===== src/common/xfer_svc_pkg.sv =====
package xfer_svc_pkg;
  // Register byte offsets on the APB slave
  localparam logic [7:0] OFS_CTRL     = 8'h00;
  localparam logic [7:0] OFS_COUNT    = 8'h04;
  localparam logic [7:0] OFS_IOPTR    = 8'h08;
  localparam logic [7:0] OFS_BUFPTR   = 8'h0C;
  localparam logic [7:0] OFS_STATUS   = 8'h10;
  localparam logic [7:0] OFS_IRQ_STAT = 8'h14;
  localparam logic [7:0] OFS_IRQ_MASK = 8'h18;
  localparam logic [7:0] OFS_TRIG     = 8'h1C;
  // Fields of channel_status_ctrl
  localparam int BIT_STOP_EN  = 0;
  localparam int BIT_DIR      = 1;
  localparam int BIT_BUF_HOLD = 2;
  localparam int BIT_WIDTH    = 3;
  localparam int BIT_IO_HOLD  = 4;
  // Fields of the status register
  localparam int BIT_SVC_EN   = 0;
  localparam int BIT_END_LO   = 1;
  localparam int BIT_END_HI   = 2;
  localparam int BIT_BUSY     = 3;
  // Interrupt status bits
  localparam int IRQ_DONE = 0;
  localparam int IRQ_STOP = 1;
  // End codes
  localparam logic [1:0] END_NONE  = 2'b00;
  localparam logic [1:0] END_COUNT = 2'b01;
  localparam logic [1:0] END_STOP  = 2'b11;
  // Reset values
  localparam logic [7:0]  CTRL_RST  = 8'h00;
  localparam logic [15:0] COUNT_RST = 16'h0000;
  localparam logic [23:0] PTR_RST   = 24'h00_0000;
  // Service times in machine cycles
  localparam logic [7:0] T_BASE      = 8'h20;
  localparam logic [7:0] T_PTR_UPD   = 8'h02;
  localparam logic [7:0] T_STOP_EN   = 8'h01;
  localparam logic [7:0] T_STOP_BASE = 8'h24;
  localparam logic [7:0] T_END_EXTRA = 8'h15;
  localparam logic [7:0] T_IRQ_MULT  = 8'h06;
  // Service states
  typedef enum logic [2:0] {
    ST_IDLE = 3'b000,
    ST_RD   = 3'b001,
    ST_WR   = 3'b010,
    ST_WAIT = 3'b011,
    ST_END  = 3'b100
  } svc_state_type;
endpackage


===== src/design/xfer_cost.sv =====
`timescale 1ns/10ps
// Service time of one request in machine cycles
module xfer_cost
  import xfer_svc_pkg::*;
(
  input  wire logic       io_upd,    // Peripheral pointer advances
  input  wire logic       buf_upd,   // Buffer pointer advances
  input  wire logic       stop_en,   // Stop on request enabled
  input  wire logic [3:0] comp,      // Access compensation 0..8
  input  wire logic [3:0] irq_comp,  // Interrupt compensation
  input  wire logic       by_stop,   // Ended by stop request
  input  wire logic       by_count,  // Ended by count
  output logic      [7:0] cycles     // Total service cycles
);
  logic [7:0] cont;
  logic [7:0] irq6;
  // Continuing cost plus access compensation
  assign cont = T_BASE + (io_upd ? T_PTR_UPD : 8'h00)
              + (buf_upd ? T_PTR_UPD : 8'h00)
              + (stop_en ? T_STOP_EN : 8'h00)
              + {4'h0, comp};
  assign irq6 = 8'(T_IRQ_MULT * {4'h0, irq_comp});
  // Termination variants
  always_comb begin
    if (by_stop) begin
      cycles = T_STOP_BASE + irq6;
    end else if (by_count) begin
      cycles = cont + T_END_EXTRA + irq6;
    end else begin
      cycles = cont;
    end
  end
endmodule


===== src/design/xfer_service.sv =====
// Decided for this implementation: the APB interface to the registers and the placing of the registers.
`timescale 1ns/10ps
// How it works
// - Width bit picks byte or word
// - Buffer hold bit freezes buffer pointer
// - Buffer advance touches low sixteen bits only
// - Direction bit picks peripheral-to-buffer or reverse
// - Stop bit lets peripheral stop end service
// - Twenty-four bit buffer pointer per channel
// - Base 32 cycles plus update extras
// - Access compensation zero to eight added
// - Stop ending costs 36 plus six compensations
// - Count ending adds 21 plus six compensations
// - Peripheral hold bit freezes peripheral pointer
// - Counter decrements before move, ends at zero
// - End code recorded, service enable cleared
module xfer_service
  import xfer_svc_pkg::*;
(
  input  wire logic        sys_clk,     // 100 MHz clock
  input  wire logic        rst,         // Synchronous reset
  input  wire logic        psel,        // APB select
  input  wire logic        penable,     // APB enable
  input  wire logic        pwrite,      // APB write
  input  wire logic [7:0]  paddr,       // APB address
  input  wire logic [31:0] pwdata,      // APB write data
  output logic      [31:0] prdata,      // APB read data
  output logic             pready,      // APB ready
  output logic             pslverr,     // APB error
  input  wire logic        periph_req,  // Peripheral service request
  input  wire logic        periph_stop, // Peripheral stop request
  input  wire logic [3:0]  access_comp, // Access compensation
  input  wire logic [3:0]  irq_comp,    // Interrupt compensation
  output logic      [23:0] mem_addr,    // Memory address
  output logic             mem_rd,      // Memory read strobe
  output logic             mem_wr,      // Memory write strobe
  output logic             mem_word,    // Word access
  output logic      [15:0] mem_wdata,   // Memory write data
  input  wire logic [15:0] mem_rdata,   // Memory read data
  output logic             end_irq,     // Peripheral routine request
  output logic             irq          // Interrupt output
);
  logic [7:0]    ctrl_r;
  logic [15:0]   count_r;
  logic [15:0]   ioptr_r;
  logic [23:0]   bufptr_r;
  logic          svc_en_r;
  logic [1:0]    end_r;
  logic [1:0]    ist_r;
  logic [1:0]    imask_r;
  logic [7:0]    busy_cyc_r;
  logic [7:0]    wait_r;
  logic          stop_hit_r;
  svc_state_type st_r;
  logic [1:0]    req_sync_r;
  logic [1:0]    stop_sync_r;
  logic          req_d_r;
  logic [23:0]   mem_addr_r;
  logic          mem_rd_r;
  logic          mem_wr_r;
  logic [15:0]   mem_wdata_r;
  logic          end_irq_r;
  logic          irq_r;
  logic [31:0]   prdata_r;
  logic          pready_r;
  logic          pslverr_r;

  // Decoded controls
  wire acc      = psel & penable & ~pready_r;
  wire wr_acc   = acc & pwrite;
  wire rd_acc   = acc & ~pwrite;
  wire word     = ctrl_r[BIT_WIDTH];
  wire dir_out  = ctrl_r[BIT_DIR];
  wire buf_upd  = ~ctrl_r[BIT_BUF_HOLD];
  wire io_upd   = ~ctrl_r[BIT_IO_HOLD];
  wire stop_en  = ctrl_r[BIT_STOP_EN];
  wire req      = req_sync_r[1];
  wire stop     = stop_sync_r[1];
  wire req_rise = req & ~req_d_r;
  wire [15:0] step = word ? 16'h0002 : 16'h0001;
  wire [15:0] cnt_dec = count_r - 16'h0001;
  wire stop_now = stop_en & stop;
  wire mapped = (paddr[7:5] == 3'b000) & (paddr[1:0] == 2'b00);
  wire [7:0] cost;
  wire busy = (st_r != ST_IDLE);
  wire ending = stop_hit_r | (count_r == 16'h0000);
  // Terminating services spend one more cycle in the end state
  wire [7:0] wait_last = ending ? cost - 8'h02 : cost - 8'h01;
  wire [31:0] rd_mux =
      (paddr == OFS_CTRL)     ? {24'h0000_00, ctrl_r} :
      (paddr == OFS_COUNT)    ? {16'h0000, count_r} :
      (paddr == OFS_IOPTR)    ? {16'h0000, ioptr_r} :
      (paddr == OFS_BUFPTR)   ? {8'h00, bufptr_r} :
      (paddr == OFS_STATUS)   ? {28'h000_0000,
                                 (st_r != ST_IDLE), end_r, svc_en_r} :
      (paddr == OFS_IRQ_STAT) ? {30'h0000_0000, ist_r} :
      (paddr == OFS_IRQ_MASK) ? {30'h0000_0000, imask_r} :
      32'h0000_0000;
  wire set_done = (st_r == ST_END) & (end_r == END_COUNT);
  wire set_stop = (st_r == ST_END) & (end_r == END_STOP);
  wire [1:0] ist_set = {set_stop, set_done};
  wire [1:0] ist_clr = (wr_acc & (paddr == OFS_IRQ_STAT)) ?
                       pwdata[1:0] : 2'b00;

  // Service time for the current request
  xfer_cost xfer_cost_i (
    .io_upd   (io_upd),
    .buf_upd  (buf_upd),
    .stop_en  (stop_en),
    .comp     (access_comp),
    .irq_comp (irq_comp),
    .by_stop  (stop_hit_r),
    .by_count (count_r == 16'h0000),
    .cycles   (cost)
  );

  // Pin synchronisers; first stage read only by second
  always_ff @(posedge sys_clk) begin
    if (rst) begin
      req_sync_r  <= 2'b00;
      stop_sync_r <= 2'b00;
      req_d_r     <= 1'b0;
    end else begin
      req_sync_r  <= {req_sync_r[0], periph_req};
      stop_sync_r <= {stop_sync_r[0], periph_stop};
      req_d_r     <= req;
    end
  end

  // Busy-cycle count, read only by the service-time check
  always_ff @(posedge sys_clk) begin
    if (rst) begin
      busy_cyc_r <= 8'h00;
    end else if (busy) begin
      busy_cyc_r <= busy_cyc_r + 8'h01;
    end else begin
      busy_cyc_r <= 8'h00;
    end
  end

  // APB slave: one wait state, unmapped reads zero with error
  always_ff @(posedge sys_clk) begin
    if (rst) begin
      pready_r  <= 1'b0;
      pslverr_r <= 1'b0;
      prdata_r  <= 32'h0000_0000;
    end else begin
      pready_r  <= acc;
      pslverr_r <= acc & ~mapped;
      prdata_r  <= rd_acc ? rd_mux : 32'h0000_0000;
    end
  end

  // Sticky interrupt status, set wins over clear
  always_ff @(posedge sys_clk) begin
    if (rst) begin
      ist_r   <= 2'b00;
      imask_r <= 2'b00;
      irq_r   <= 1'b0;
    end else begin
      ist_r <= (ist_r & ~ist_clr) | ist_set;
      if (wr_acc & (paddr == OFS_IRQ_MASK)) begin
        imask_r <= pwdata[1:0];
      end
      irq_r <= |(ist_r & imask_r);
    end
  end

  // Transfer engine; software writes are ignored while busy
  always_ff @(posedge sys_clk) begin
    if (rst) begin
      ctrl_r      <= CTRL_RST;
      count_r     <= COUNT_RST;
      ioptr_r     <= COUNT_RST;
      bufptr_r    <= PTR_RST;
      svc_en_r    <= 1'b0;
      end_r       <= END_NONE;
      wait_r      <= 8'h00;
      stop_hit_r  <= 1'b0;
      st_r        <= ST_IDLE;
      mem_addr_r  <= PTR_RST;
      mem_rd_r    <= 1'b0;
      mem_wr_r    <= 1'b0;
      mem_wdata_r <= 16'h0000;
      end_irq_r   <= 1'b0;
    end else begin
      mem_rd_r  <= 1'b0;
      mem_wr_r  <= 1'b0;
      end_irq_r <= 1'b0;
      case (st_r)
        ST_IDLE: begin
          if (wr_acc) begin
            if (paddr == OFS_CTRL) ctrl_r <= {3'b000, pwdata[4:0]};
            if (paddr == OFS_COUNT) count_r <= pwdata[15:0];
            if (paddr == OFS_IOPTR) ioptr_r <= pwdata[15:0];
            if (paddr == OFS_BUFPTR) bufptr_r <= pwdata[23:0];
            if (paddr == OFS_STATUS) begin
              svc_en_r <= pwdata[BIT_SVC_EN];
              if (pwdata[BIT_SVC_EN]) end_r <= END_NONE;
            end
          end
          if (svc_en_r & stop_now & req_rise) begin
            stop_hit_r <= 1'b1;
            st_r       <= ST_WAIT;
            wait_r     <= 8'h01;
          end else if (svc_en_r & req_rise) begin
            count_r    <= cnt_dec;
            stop_hit_r <= 1'b0;
            st_r       <= ST_RD;
            mem_rd_r   <= 1'b1;
            mem_addr_r <= dir_out ? bufptr_r : {8'h00, ioptr_r};
          end
        end
        ST_RD: begin
          mem_wr_r    <= 1'b1;
          mem_wdata_r <= word ? mem_rdata : {8'h00, mem_rdata[7:0]};
          mem_addr_r  <= dir_out ? {8'h00, ioptr_r} : bufptr_r;
          st_r        <= ST_WR;
        end
        ST_WR: begin
          if (io_upd) ioptr_r <= ioptr_r + step;
          if (buf_upd) begin
            bufptr_r[15:0] <= bufptr_r[15:0] + step;
          end
          wait_r <= 8'h03;
          st_r   <= ST_WAIT;
        end
        ST_WAIT: begin
          // Pad until the service time has elapsed, so every kind of
          // service stays busy for the cost less one cycle
          if (wait_r >= wait_last) begin
            if (ending) begin
              st_r <= ST_END;
              end_r <= stop_hit_r ? END_STOP : END_COUNT;
            end else begin
              st_r <= ST_IDLE;
            end
          end else begin
            wait_r <= wait_r + 8'h01;
          end
        end
        ST_END: begin
          svc_en_r  <= 1'b0;
          end_irq_r <= 1'b1;
          st_r      <= ST_IDLE;
        end
        default: st_r <= ST_IDLE;
      endcase
    end
  end

  assign mem_addr  = mem_addr_r;
  assign mem_rd    = mem_rd_r;
  assign mem_wr    = mem_wr_r;
  assign mem_word  = word;
  assign mem_wdata = mem_wdata_r;
  assign end_irq   = end_irq_r;
  assign irq       = irq_r;
  assign prdata    = prdata_r;
  assign pready    = pready_r;
  assign pslverr   = pslverr_r;

  // Checks
  property p_buf_high;
    @(posedge sys_clk) disable iff (rst)
      (st_r == ST_WR) |=> bufptr_r[23:16] == $past(bufptr_r[23:16]);
  endproperty
  a_buf_high: assert property (p_buf_high) else $error("upper moved");
  property p_buf_step;
    @(posedge sys_clk) disable iff (rst)
      (st_r == ST_WR && buf_upd) |=>
      bufptr_r[15:0] == 16'($past(bufptr_r[15:0]) + (word ? 2 : 1));
  endproperty
  a_buf_step: assert property (p_buf_step) else $error("bad buf step");
  property p_buf_hold;
    @(posedge sys_clk) disable iff (rst)
      (st_r == ST_WR && !buf_upd) |=> $stable(bufptr_r);
  endproperty
  a_buf_hold: assert property (p_buf_hold) else $error("buf ptr moved");
  property p_io_hold;
    @(posedge sys_clk) disable iff (rst)
      (st_r == ST_WR && !io_upd) |=> $stable(ioptr_r);
  endproperty
  a_io_hold: assert property (p_io_hold) else $error("io ptr moved");
  property p_dec;
    @(posedge sys_clk) disable iff (rst)
      (st_r == ST_IDLE && svc_en_r && req_rise && !stop_now) |=>
      count_r == 16'($past(count_r) - 1) ##1 mem_wr;
  endproperty
  a_dec: assert property (p_dec) else $error("no decrement");
  property p_dir;
    @(posedge sys_clk) disable iff (rst)
      mem_wr && dir_out |-> mem_addr[23:16] == 8'h00;
  endproperty
  a_dir: assert property (p_dir) else $error("bad out address");
  property p_end;
    @(posedge sys_clk) disable iff (rst)
      (st_r == ST_END) |=> !svc_en_r && end_irq && end_r != END_NONE;
  endproperty
  a_end: assert property (p_end) else $error("bad termination");
  property p_stop;
    @(posedge sys_clk) disable iff (rst)
      (st_r == ST_IDLE && svc_en_r && req_rise && stop_now) |=>
      !mem_rd ##[1:200] (end_r == END_STOP);
  endproperty
  a_stop: assert property (p_stop) else $error("stop ignored");
  c_word: cover property (@(posedge sys_clk) mem_wr && word);
  c_count_end: cover property (@(posedge sys_clk) set_done);
  c_stop_end: cover property (@(posedge sys_clk) set_stop);
  c_buf_held: cover property (@(posedge sys_clk) mem_wr && !buf_upd);
  // The request cycle counts as the first one, so busy lasts cost less one
  property p_svc_time;
    @(posedge sys_clk) disable iff (rst)
      $fell(busy) |-> busy_cyc_r == cost - 8'h01;
  endproperty
  a_svc_time: assert property (p_svc_time) else $error("bad svc time");
  property p_cost_cont;
    @(posedge sys_clk) disable iff (rst)
      busy && !ending |->
        cost >= T_BASE + {4'h0, access_comp} &&
        cost <= T_BASE + T_PTR_UPD + T_PTR_UPD + T_STOP_EN
                + {4'h0, access_comp};
  endproperty
  a_cost_cont: assert property (p_cost_cont) else $error("bad cost");
  property p_cost_stop;
    @(posedge sys_clk) disable iff (rst)
      busy && stop_hit_r |->
        cost == T_STOP_BASE + 8'(T_IRQ_MULT * {4'h0, irq_comp});
  endproperty
  a_cost_stop: assert property (p_cost_stop) else $error("bad stop cost");
  property p_cost_end;
    @(posedge sys_clk) disable iff (rst)
      busy && !stop_hit_r && ending |->
        cost >= T_BASE + T_END_EXTRA + 8'(T_IRQ_MULT * {4'h0, irq_comp});
  endproperty
  a_cost_end: assert property (p_cost_end) else $error("bad end cost");
  // Software load of the pointer lands only while idle
  property p_buf_load;
    @(posedge sys_clk) disable iff (rst)
      wr_acc && !busy && paddr == OFS_BUFPTR |=>
        bufptr_r == $past(pwdata[23:0]);
  endproperty
  a_buf_load: assert property (p_buf_load) else $error("bad ptr load");
  // End events stick even when a clear arrives in the same cycle
  property p_ist_set;
    @(posedge sys_clk) disable iff (rst)
      ist_set != 2'b00 |=> (ist_r & $past(ist_set)) == $past(ist_set);
  endproperty
  a_ist_set: assert property (p_ist_set) else $error("end event lost");
endmodule


===== config.mk =====
export PLATFORM = sky130hd
export DESIGN_NAME = xfer_service
export DESIGN_NICKNAME = d
export VERILOG_FILES = /design/src/common/xfer_svc_pkg.sv /design/src/design/xfer_cost.sv /design/src/design/xfer_service.sv
export SDC_FILE = /design/constraint.sdc
export NUM_CORES = 1
export LEC_CHECK = 0
export ABC_AREA = 1
export BUFFER_PORTS_ARGS = -buffer_cell sky130_fd_sc_hd__buf_2
export CAP_MARGIN = 20
export CORE_ASPECT_RATIO = 1.75
export CORE_MARGIN = 2
export CORE_UTILIZATION = 57
export CTS_CLUSTER_DIAMETER = 100
export CTS_CLUSTER_SIZE = 24
export DETAILED_ROUTE_END_ITERATION = 10
export PLACE_DENSITY_LB_ADDON = 0.3
export SYNTH_ARGS = -nofsm -noshare
export SYNTH_HDL_FRONTEND = slang
export SYNTH_SLANG_ARGS = --single-unit

===== constraint.sdc =====
create_clock -name sys_clk -period 7.3 [get_ports sys_clk]
set_input_delay 1.46 -clock sys_clk [delete_from_list [all_inputs] [get_ports sys_clk]]
set_output_delay 1.46 -clock sys_clk [all_outputs]
set_load 0.05 [all_outputs]

Word level (Yosys, flattened, before mapping)
Index checks and enable logic that the tools add are counted.
- $add $sub $neg: 13
- $mul: 1
- magnitude comparators: 1
- equal/unequal tests: 26
- mux-type cells: 56
- bitwise operators: 26
- reductions and logical operators: 28
- operator list (operator ; number):
    $mux 16 ; 13
    $mux 24 ; 5
    $pmux 16 s2 ; 2
    $pmux 24 s2 ; 1
    $mux 8 ; 5
    $add 16x2->16 ; 2
    $ne 2x2->1 const B ; 13
    $eq 8x5->1 const B ; 3
    $mux 2 ; 12
    $pmux 8 s3 ; 1
    $add 8x8->8 ; 2
    $eq 8x4->1 const B ; 2
    $logic_not 16->1 ; 1
    $sub 16x1->16 const B ; 1
    $and 1x1->1 ; 15
    $reduce_and 3->1 ; 5
    $mux 3 ; 4
    $pmux 3 s4 ; 1
    $reduce_bool 2->1 ; 5
    $add 6x7->8 const A ; 1
    $add 6x8->8 const A ; 1
    $add 8x1->8 const B ; 1
    $add 8x4->8 ; 1
    $add 8x5->8 const B ; 1
    other kinds (33) ; 53
- bits in registers: 163
- bits of input ports: 71
- output and inout port bits: 79
- logic and storage cells: 179

Logic depth before layout (Yosys ltp)
Gate-level depths: netlist of the first run.
- word-level depth: 14
- mapped depth: 33
- mapped depth without buffers: 32

By module
A second synthesis of the first run with hierarchy kept.
- cells, all modules: 1347
- area, all modules: 9058.7 um2
- modules (own cells, without submodules) (module ; instances ; cells each ; area an instance (um2) ; sequential area each (um2)):
    xfer_service ; 1 ; 1219 ; 8222.9 ; 3103.0
    xfer_cost ; 1 ; 128 ; 835.8 ; 0.0

Worst setup path before layout of the first run
No wires, ideal clock.
- path kind: input-to-reg
- from: input access_comp[1]
- to: register wait_r[4]
- setup time: 119 ps
- arrival time: 5637 ps
- data required time: 7181 ps
- path slack: 1545 ps
- stages on the path: 29
- buffers on the path: 1
- cells stage by stage: fa_1 ha_1 fa_1 inv_1 ha_1 inv_1 fa_1 inv_1 nand3_1 nand2_1 nand2_1 nand2_1 ha_1 o21ai_1 a21oi_2 nand2_1 o21bai_1 nand2_1 ha_1 nand2_1 inv_1 nor2_1 o21a_1 nand3_1 nand2_1 nand2_2 buf_6 nor3b_1 nor2_1
- cells in the longest elaborated chain, start to end: 10
- elaborated cells between the ends (all ways): 11
- classes of those cells: 5 x add/sub; 1 x order compare; 1 x eq/ne; 3 x mux; 1 x reduce/logical
- ends and longest elaborated chain (what ; line ; source):
    start, declared ; xfer_service.sv:32 ; input wire logic [3:0] access_comp,
    $add 8x4->8 * ; xfer_cost.sv:21 ; + {4'h0, comp};
    $add 8x5->8 ; xfer_cost.sv:28 ; cycles = cont + T_END_EXTRA + irq6;
    $add 8x7->8 ; xfer_cost.sv:28 ;
    $mux 8 * ; xfer_cost.sv:27 ; end else if (by_count) begin
    $mux 8 * ; xfer_cost.sv:25 ; if (by_stop) begin
    $sub 8x1->8 / $sub 8x2->8 (equally long branches) ; xfer_service.sv:88 ; wire [7:0] wait_last = ending ? cost - 8'h02 : cost - 8'h01;
    $mux 8 * ; xfer_service.sv:88 ;
    $ge 8x8->1 * ; xfer_service.sv:231 ; if (wait_r >= wait_last) begin
    $ne 2x2->1 (no line) * ; n/a ;
    $reduce_and 3->1 (no line) * ; n/a ;
    end signal, assigned ; xfer_service.sv:239 ; wait_r <= wait_r + 8'h01;
    end, declared ; xfer_service.sv:52 ; logic [7:0] wait_r;
Every way passes the cells marked *; elsewhere a longest branch is shown, timed or not.
A chain may end at the register's enable or synchronous reset.

Worst setup path after layout of the first run
- from: input access_comp[1]
- to: register end_r[0]
- cells in the longest elaborated chain, start to end: 10
- elaborated cells between the ends (all ways): 11
- classes of those cells: 5 x add/sub; 1 x order compare; 1 x eq/ne; 3 x mux; 1 x reduce/logical
- ends and longest elaborated chain (what ; line ; source):
    $add 8x4->8 * ; xfer_cost.sv:21 ;
    $add 8x5->8 ; xfer_cost.sv:28 ;
    $add 8x7->8 ; xfer_cost.sv:28 ;
    $mux 8 * ; xfer_cost.sv:27 ;
    $mux 8 * ; xfer_cost.sv:25 ;
    $sub 8x1->8 / $sub 8x2->8 (equally long branches) ; xfer_service.sv:88 ;
    $mux 8 * ; xfer_service.sv:88 ;
    $ge 8x8->1 * ; xfer_service.sv:231 ;
    $ne 2x2->1 (no line) * ; n/a ;
    $reduce_and 6->1 (no line) * ; n/a ;
    end signal, assigned ; xfer_service.sv:234 ; end_r <= stop_hit_r ? END_STOP : END_COUNT;
    end, declared ; xfer_service.sv:48 ; logic [1:0] end_r;
Marks and branches as above.

==> key figures, run 1 <==
Outcome
  – Run status: finished, final reports clean

Job
  – Max-cap violations: 0

Worst setup path
  – Top fanout value on the critical path: 5
  – Most common cell on crit path: nand2_1
  – CP peak stage delay: 0.49 ns
  – Crit-path slowest cell: fa_1
  – Crit path DAT: 6.21 ns
  – CP Capture Type: flip-flop
  – CP startpoint kind: primary input
  – Crit path kind: in2reg
  – Crit path required time: 7.65 ns

Floorplanning
  – Die area: 16,600 um^2
  – Core ar.: 15,300 um^2
  – Starting Density: 57.7%
  – DIE HEIGHT: 169 um
  – Row cnt: 60
  – Die width: 98.1 um
  – I/O pin cnt: 150

Drt
  – Drt wl/cell: 16.4 um
  – Via/cell ratio: 5.81
  – 1st-iter DRT viols: 633
  – DR vias: 9,207
  – DRT antenna net count: 0
  – Drt drc: 0
  – 1st-pass router iterations: 5
  – Routed wire length: 26,000 um

GRT
  – Largest net degree at the start of global routing: 60
  – Grt ovf: 0
  – First-pass GRT wire length: 41,900 um
  – Vias in the first global route: 8,978
  – Antenna violations before repair: 0
  – GRT Total Usage: 31.1%

Synth
  – Number of synthesized flops with an enable pin: 0
  – Synth warnings: 0
  – Unique masters post-synth: 47
  – Ys flop type: dfxtp_1
  – Mapped cell area: 8840 um^2
  – Yosys reg bits: 155
  – Largest cells by area after synthesis: dfxtp_1, nand2_1, inv_1
  – Sequential-to-total area share from yosys stat: 35.1%
  – Ys async rst share: 0%
  – Area share of the largest cell type after synthesis: 35.1%
  – Cells after Synth: 1,280
  – Biggest area consumer among synthesized cells: dfxtp_1
  – Mean post-synth cell area: 6.91 um^2

Timing
  – Rel. slew slack: 23.7%
  – RSZ-0062 raised after global routing: false
  – Minimum clock period after layout: 5.86 ns
  – Slew @ Worst Pin: 1.14 ns
  – Crit share post-route: 80.2%
  – Final setup fails: 0
  – Final-report max-slew violation count: 0
  – Setup Skew: 0.0118 ns
  – Final hold violation count: 0
  – TNS Setup: 0 ns
  – Fmax: 171 MHz

Min path
  – Type of the most critical hold path: reg2reg

Finish
  – Share of post-route cells with drive strength above 1: 15.5%
  – NumNets Final: 1,498
  – Area added between synthesis and finish: 14.2%
  – Design area: 10,100 um^2
  – # diodes: 0

CTS
  – Number of CTS-inserted buffers: 17
  – CTS tree: built
  – Root Driver: clkbuf_16
  – Hold Buf Count CTS: 0
  – Post-CTS setup buffer count: 0
  – Clk sinks: 155
  – CTS Buffer Depth: 2
  – Worst-path clk slew: 0.07 ns
  – Post-CTS sizing: 0
  – Clk_lat worst skew: 0.43 ns
  – H-tree depth: 4

Power and ir drop
  – Logic pwr share: 12.6%
  – Reg power frac: 41.7%
  – Psw: 568 uW
  – Pwr Density: 201 nW/um^2
  – Sw Ratio: 28.0%
  – Peak supply drop: 162 uV
  – Pint: 1.46 mW
  – Static Leak: 4.46 nW
  – Clock power frac: 45.7%

Placed design
  – GPL Wtd Cong: 0.961
  – Hpwl dp: 18,800 um
  – I/O Buffers: 133
  – Placed Area: 9490 um^2
critical path: cells and delay by family:
family                   cells  cell delay, ns
AO/OA/AOI/OAI                6            0.86
buffers and inverters        5            0.34
AND/OR/NAND/NOR             12            1.17
adder cells (fa/ha/maj)      7            2.39
through the flow:
step	hold slack [ns]	utilization (%)	setup WS (ns)	power, mW	cells
after global placement	0.395	61.9	1.13	1.11	1553
final	0.404	65.9	1.44	2.03	1585
after global routing	0.434	65.9	0.969	2.10	1585
after detailed placement	0.398	61.9	0.998	1.12	1553
after floorplan	0.388	-	1.54	1.05	1287
after CTS	0.404	65.9	1.45	2.03	1585
area by class of cell:
type	instances	area (um^2)
fill	1363	5220
inverter	172	648
clock inverter	14	170
tap	186	233
timing repair buffer	138	703
multi-input combinational	902	4800
clock buffer	18	439
sequential	155	3100
cells in the mapped netlist, types with 2 or more instances:
master    count
nand2_1     252
inv_1       162
dfxtp_1     155
o21ai_0     119
a21oi_1     117
nor2_1      110
nand3_1      83
ha_1         35
nand4_1      28
clkbuf_1     22
o211ai_1     21
nor3_1       18
buf_2        15
a31oi_1      14
xor2_1       14
a221oi_1     12
buf_4         9
inv_2         9
nor2_2        9
nand2_2       8
o22ai_1       8
buf_6         7
fa_1          6
nor2_4        5
a211oi_1      4
o21ai_1       4
buf_1         3
nand2_4       3
or2_2         3
a41oi_1       2
clkbuf_2      2
nand3_2       2
nand3b_1      2
nor3b_1       2
o21ai_2       2
xnor2_1       2
power groups by stage:
stage               clock (mW)  combinational, mW  sequential (mW)
floorplan                    0              0.186            0.869
global placement             0              0.247            0.867
detailed placement           0              0.253            0.867
CTS                      0.931              0.255            0.848
global route             0.965              0.292            0.848
finish                   0.927              0.256            0.848
path summary, 6_finish.rpt:
kind	from	endpoint	slack, ns	cells after the start
max reg2reg	ctrl_r[2]	end_r[0]	2.13	30
min	stop_sync_r[0]	stop_sync_r[1]	0.40	2
min reg2reg	stop_sync_r[0]	stop_sync_r[1]	0.40	2
max	access_comp[1]	end_r[0]	1.44	30
flip-flops by register name (all words and copies together) (netlist names), 2 cells and up:
signal and count:
bufptr_r 24, count_r 16, ctrl_r 5, end_r 2
imask_r 2, ioptr_r 16, ist_r 2, mem_addr 24
mem_wdata 16, prdata 24, req_sync_r 2, st_r 3
stop_sync_r 2, wait_r 8
routing by layer:
| layer | track usage, % | wire [um] | vias up |
|---|---|---|---|
| li1 | - | - | 4440 |
| met1 | 33.4 | 9310 | 4154 |
| met2 | 55.4 | 13100 | 489 |
| met3 | 6.15 | 1990 | 124 |
| met4 | 19.4 | 1610 | 0 |
| met5 | 0 | 0 | - |
logic make-up after synthesis:
group                      share of synthesized area [%]
and+or+nand+nor                                     26.5
other                                             0.0424
AOI/OAI and AO/OA                                   19.4
buffers and inverters                               11.0
xor gates and xnor gates                            1.59
adders and majority gates                           6.31
DFF                                                 35.1
placed cells by master (no fill, tap or decap), drive strengths merged, types with 3 or more instances in the layout:
cell type,count
nand2,263
inv,181
dfxtp,155
buf,138
o21ai,125
nor2,124
a21oi,118
nand3,85
ha,35
nand4,28
o211ai,21
nor3,20
clkbuf,18
a31oi,15
xor2,14
a221oi,12
o22ai,8
conb,8
fa,6
a211oi,4
or2,3
clkinv,3
(Power assumes the default switching activity.)
==> run 2: changes to the inputs <==
- ABC_AREA: 1 -> 0
- clock period: 7.3 -> 5.45 ns (I/O delays scaled with it)
==> key figures, run 2 <==
Finish
  – Area added between synthesis and finish: 20.9%
  – Share of post-route cells with drive strength above 1: 22.0%
  – Leading cell type in the layout, fill and taps excluded: nand2_1
  – NumNets Final: 1,338
  – Most frequent cells in the layout: nand2_1, dfxtp_1, buf_2
  – # diodes: 0
  – Finished Layout Cells: 1,422
  – Design area: 10,400 um^2
  – Fill cells: 1,252

Synth
  – Most frequent cells after synthesis: nand2_1, dfxtp_1, a21oi_1
  – Biggest area consumer among synthesized cells: dfxtp_1
  – Mapped cell area: 8560 um^2
  – Mean post-synth cell area: 7.83 um^2
  – Synth warnings: 0
  – Largest cells by area after synthesis: dfxtp_1, nand2_1, a21oi_1
  – Ys flop type: dfxtp_1
  – Yosys reg bits: 155
  – Cells after Synth: 1,093
  – Ys async rst share: 0%
  – Count leader, synth: nand2_1
  – Unique masters post-synth: 73
  – Number of synthesized flops with an enable pin: 0
  – Sequential-to-total area share from yosys stat: 36.2%
  – Area share of the largest cell type after synthesis: 36.2%

CTS
  – Number of CTS-inserted buffers: 17
  – CTS tree: built
  – Clk sinks: 155
  – H-tree depth: 4
  – Root Driver: clkbuf_16
  – Clk_lat worst skew: 0.44 ns
  – CTS Buffer Depth: 2
  – Worst-path clk slew: 0.07 ns
  – Hold Buf Count CTS: 0

Power and ir drop
  – Total Power Consumption: 3.19 mW
  – Peak supply drop: 229 uV
  – Static Leak: 4.04 nW
  – Pwr Density: 308 nW/um^2

Timing
  – Final hold violation count: 0
  – Slew @ Worst Pin: 1.02 ns
  – RSZ-0062 raised after global routing: true
  – TNS Setup: -0.640 ns
  – Fmax: 179 MHz
  – Rel. slew slack: 31.9%
  – Minimum clock period after layout: 5.60 ns
  – Final setup fails: 9
  – Setup Skew: 0.0127 ns
  – Final-report max-slew violation count: 0
  – Crit share post-route: 103%
  – Worst setup margin: -0.146 ns

GRT
  – Antenna violations before repair: 0
  – Grt ovf: 0
  – Vias in the first global route: 8,459
  – Largest net degree at the start of global routing: 67
  – GRT Total Usage: 30.5%
  – First-pass GRT wire length: 40,800 um

Placed design
  – GPL Wtd Cong: 0.903
  – Placed Area: 9500 um^2
  – I/O Buffers: 133
  – Place WS: -0.693 ns
  – Hpwl dp: 17,900 um
  – Placed cell count: 1,380

Floorplanning
  – Row cnt: 59
  – Core ar.: 14,800 um^2
  – DIE HEIGHT: 166 um
  – I/O pin cnt: 150
  – Die width: 96.6 um
  – Die area: 16,100 um^2
  – Starting Density: 58.0%

Worst setup path
  – Crit path cell chain: buf_6 > fa_1 > ha_2 > fa_1 > inv_2 > ha_4 > inv_2 > fa_2 > and3_4 > or3_4 > a2111oi_4 > a21oi_2 > buf_4 > xor2_1 > ha_1 > a41o_1 > a21oi_2 > o211ai_1 > buf_4 > a211oi_4 > mux2i_1
  – Crit path kind: in2reg
  – CP peak stage delay: 0.58 ns
  – Crit path DAT: 5.96 ns
  – Crit-path slowest cell: fa_1
  – Top fanout value on the critical path: 4
  – CP startpoint kind: primary input
  – CP Capture Type: flip-flop
  – Crit path required time: 5.81 ns

Min path
  – Type of the most critical hold path: reg2reg

Drt
  – Drt wl/cell: 17.7 um
  – Drt drc: 0
  – Via/cell ratio: 6.22
  – Routed wire length: 25,100 um
  – 1st-pass router iterations: 6
  – 1st-iter DRT viols: 711
  – DR vias: 8,845
  – DRT antenna net count: 0

Job
  – Max-cap violations: 0

Outcome
  – Run status: finished with violations
  – Violated checks: setup timing
## run 2: cell types whose count changed after synthesis, sizes merged, moves of 17 or more
| cell | delta |
|---|---|
| o211ai | -17 |
| nand2 | -91 |
| o21ai | -67 |
| nor2 | -39 |
| a311oi | +20 |
| a22oi | +22 |
| clkbuf | +35 |
| inv | -133 |
| a211oi | +27 |
| nand3 | -35 |
## run 2: logic make-up after synthesis
| group | Yosys count | share of synthesized area, % |
|---|---|---|
| AND/OR/NAND/NOR | 419 | 23.2 |
| AO/OA/AOI/OAI | 324 | 24.3 |
| flip-flops | 155 | 36.2 |
| buffers and inverters | 120 | 6.02 |
| adder cells (fa/ha/maj) | 41 | 6.52 |
| XOR/XNOR | 19 | 2.12 |
| multiplexers | 14 | 1.64 |
| other | 1 | 0.0438 |
## run 2: cell type report
class                           count  area [um^2]  area share (%)
Timing Repair Buffer              187         1090            10.5
Inverter                           40          153            1.47
Multi-Input combinational cell    825         5180            50.0
Tap cell                          183          229            2.21
Clock buffer                       17          425            4.11
Clock inverter                     15          173            1.67
Sequential cell                   155         3100            30.0
## run 2: power breakdown
group	leakage, nW	total (mW)	switching (mW)	internal [mW]
Combinational	2.49	0.764	0.455	0.309
Sequential	1.25	1.22	0.0454	1.17
Clock	0.293	1.21	0.549	0.656
## run 2: metrics by stage
stage | hold slack (ns) | utilization, %
final | 0.449 | 70.1
after global routing | 0.463 | 70.1
after CTS | 0.452 | 69.4
after detailed placement | 0.437 | 64.3
after global placement | 0.425 | 64.3
after floorplan | 0.414 | -
## run 2: final timing paths
| path | startpoint | cells past startpoint | to | slack [ns] |
|---|---|---|---|---|
| setup / recovery | access_comp[1] | 21 | wait_r[7] | -0.15 |
| hold / removal | mem_wdata[15] | 2 | mem_wdata[15] | 0.45 |
| setup reg to reg | ctrl_r[2] | 21 | wait_r[7] | 0.15 |
| hold reg to reg | mem_wdata[15] | 2 | mem_wdata[15] | 0.45 |
## run 2: layer usage
metal / routed length, um / share of wire, % / track usage, % / vias to the layer above
li1: - / - / - / 4179
met4: 1340 / 5.3 / 17.4 / 0
met5: 0 / 0 / 0 / -
met2: 13100 / 52 / 53.8 / 405
met3: 1430 / 5.7 / 5.01 / 117
met1: 9280 / 37 / 34.3 / 4144
## run 2: worst max-delay path, delay by kind of cell
family | cells | cell delay, ns
buffers and inverters | 5 | 0.57
xor gates and xnor gates | 1 | 0.15
adders and majority gates | 6 | 2.19
muxes | 1 | 0.20
and+or+nand+nor | 2 | 0.53
AOI/OAI and AO/OA | 6 | 1.23
## run 2: timing repair
action / in CTS / in global routing
endpoints found under the setup margin: 11 / 13
pin swaps: 9 / 18
buffers inserted: 5 / 4
gates resized for setup: 25 / 15
gates cloned: 0 / 0
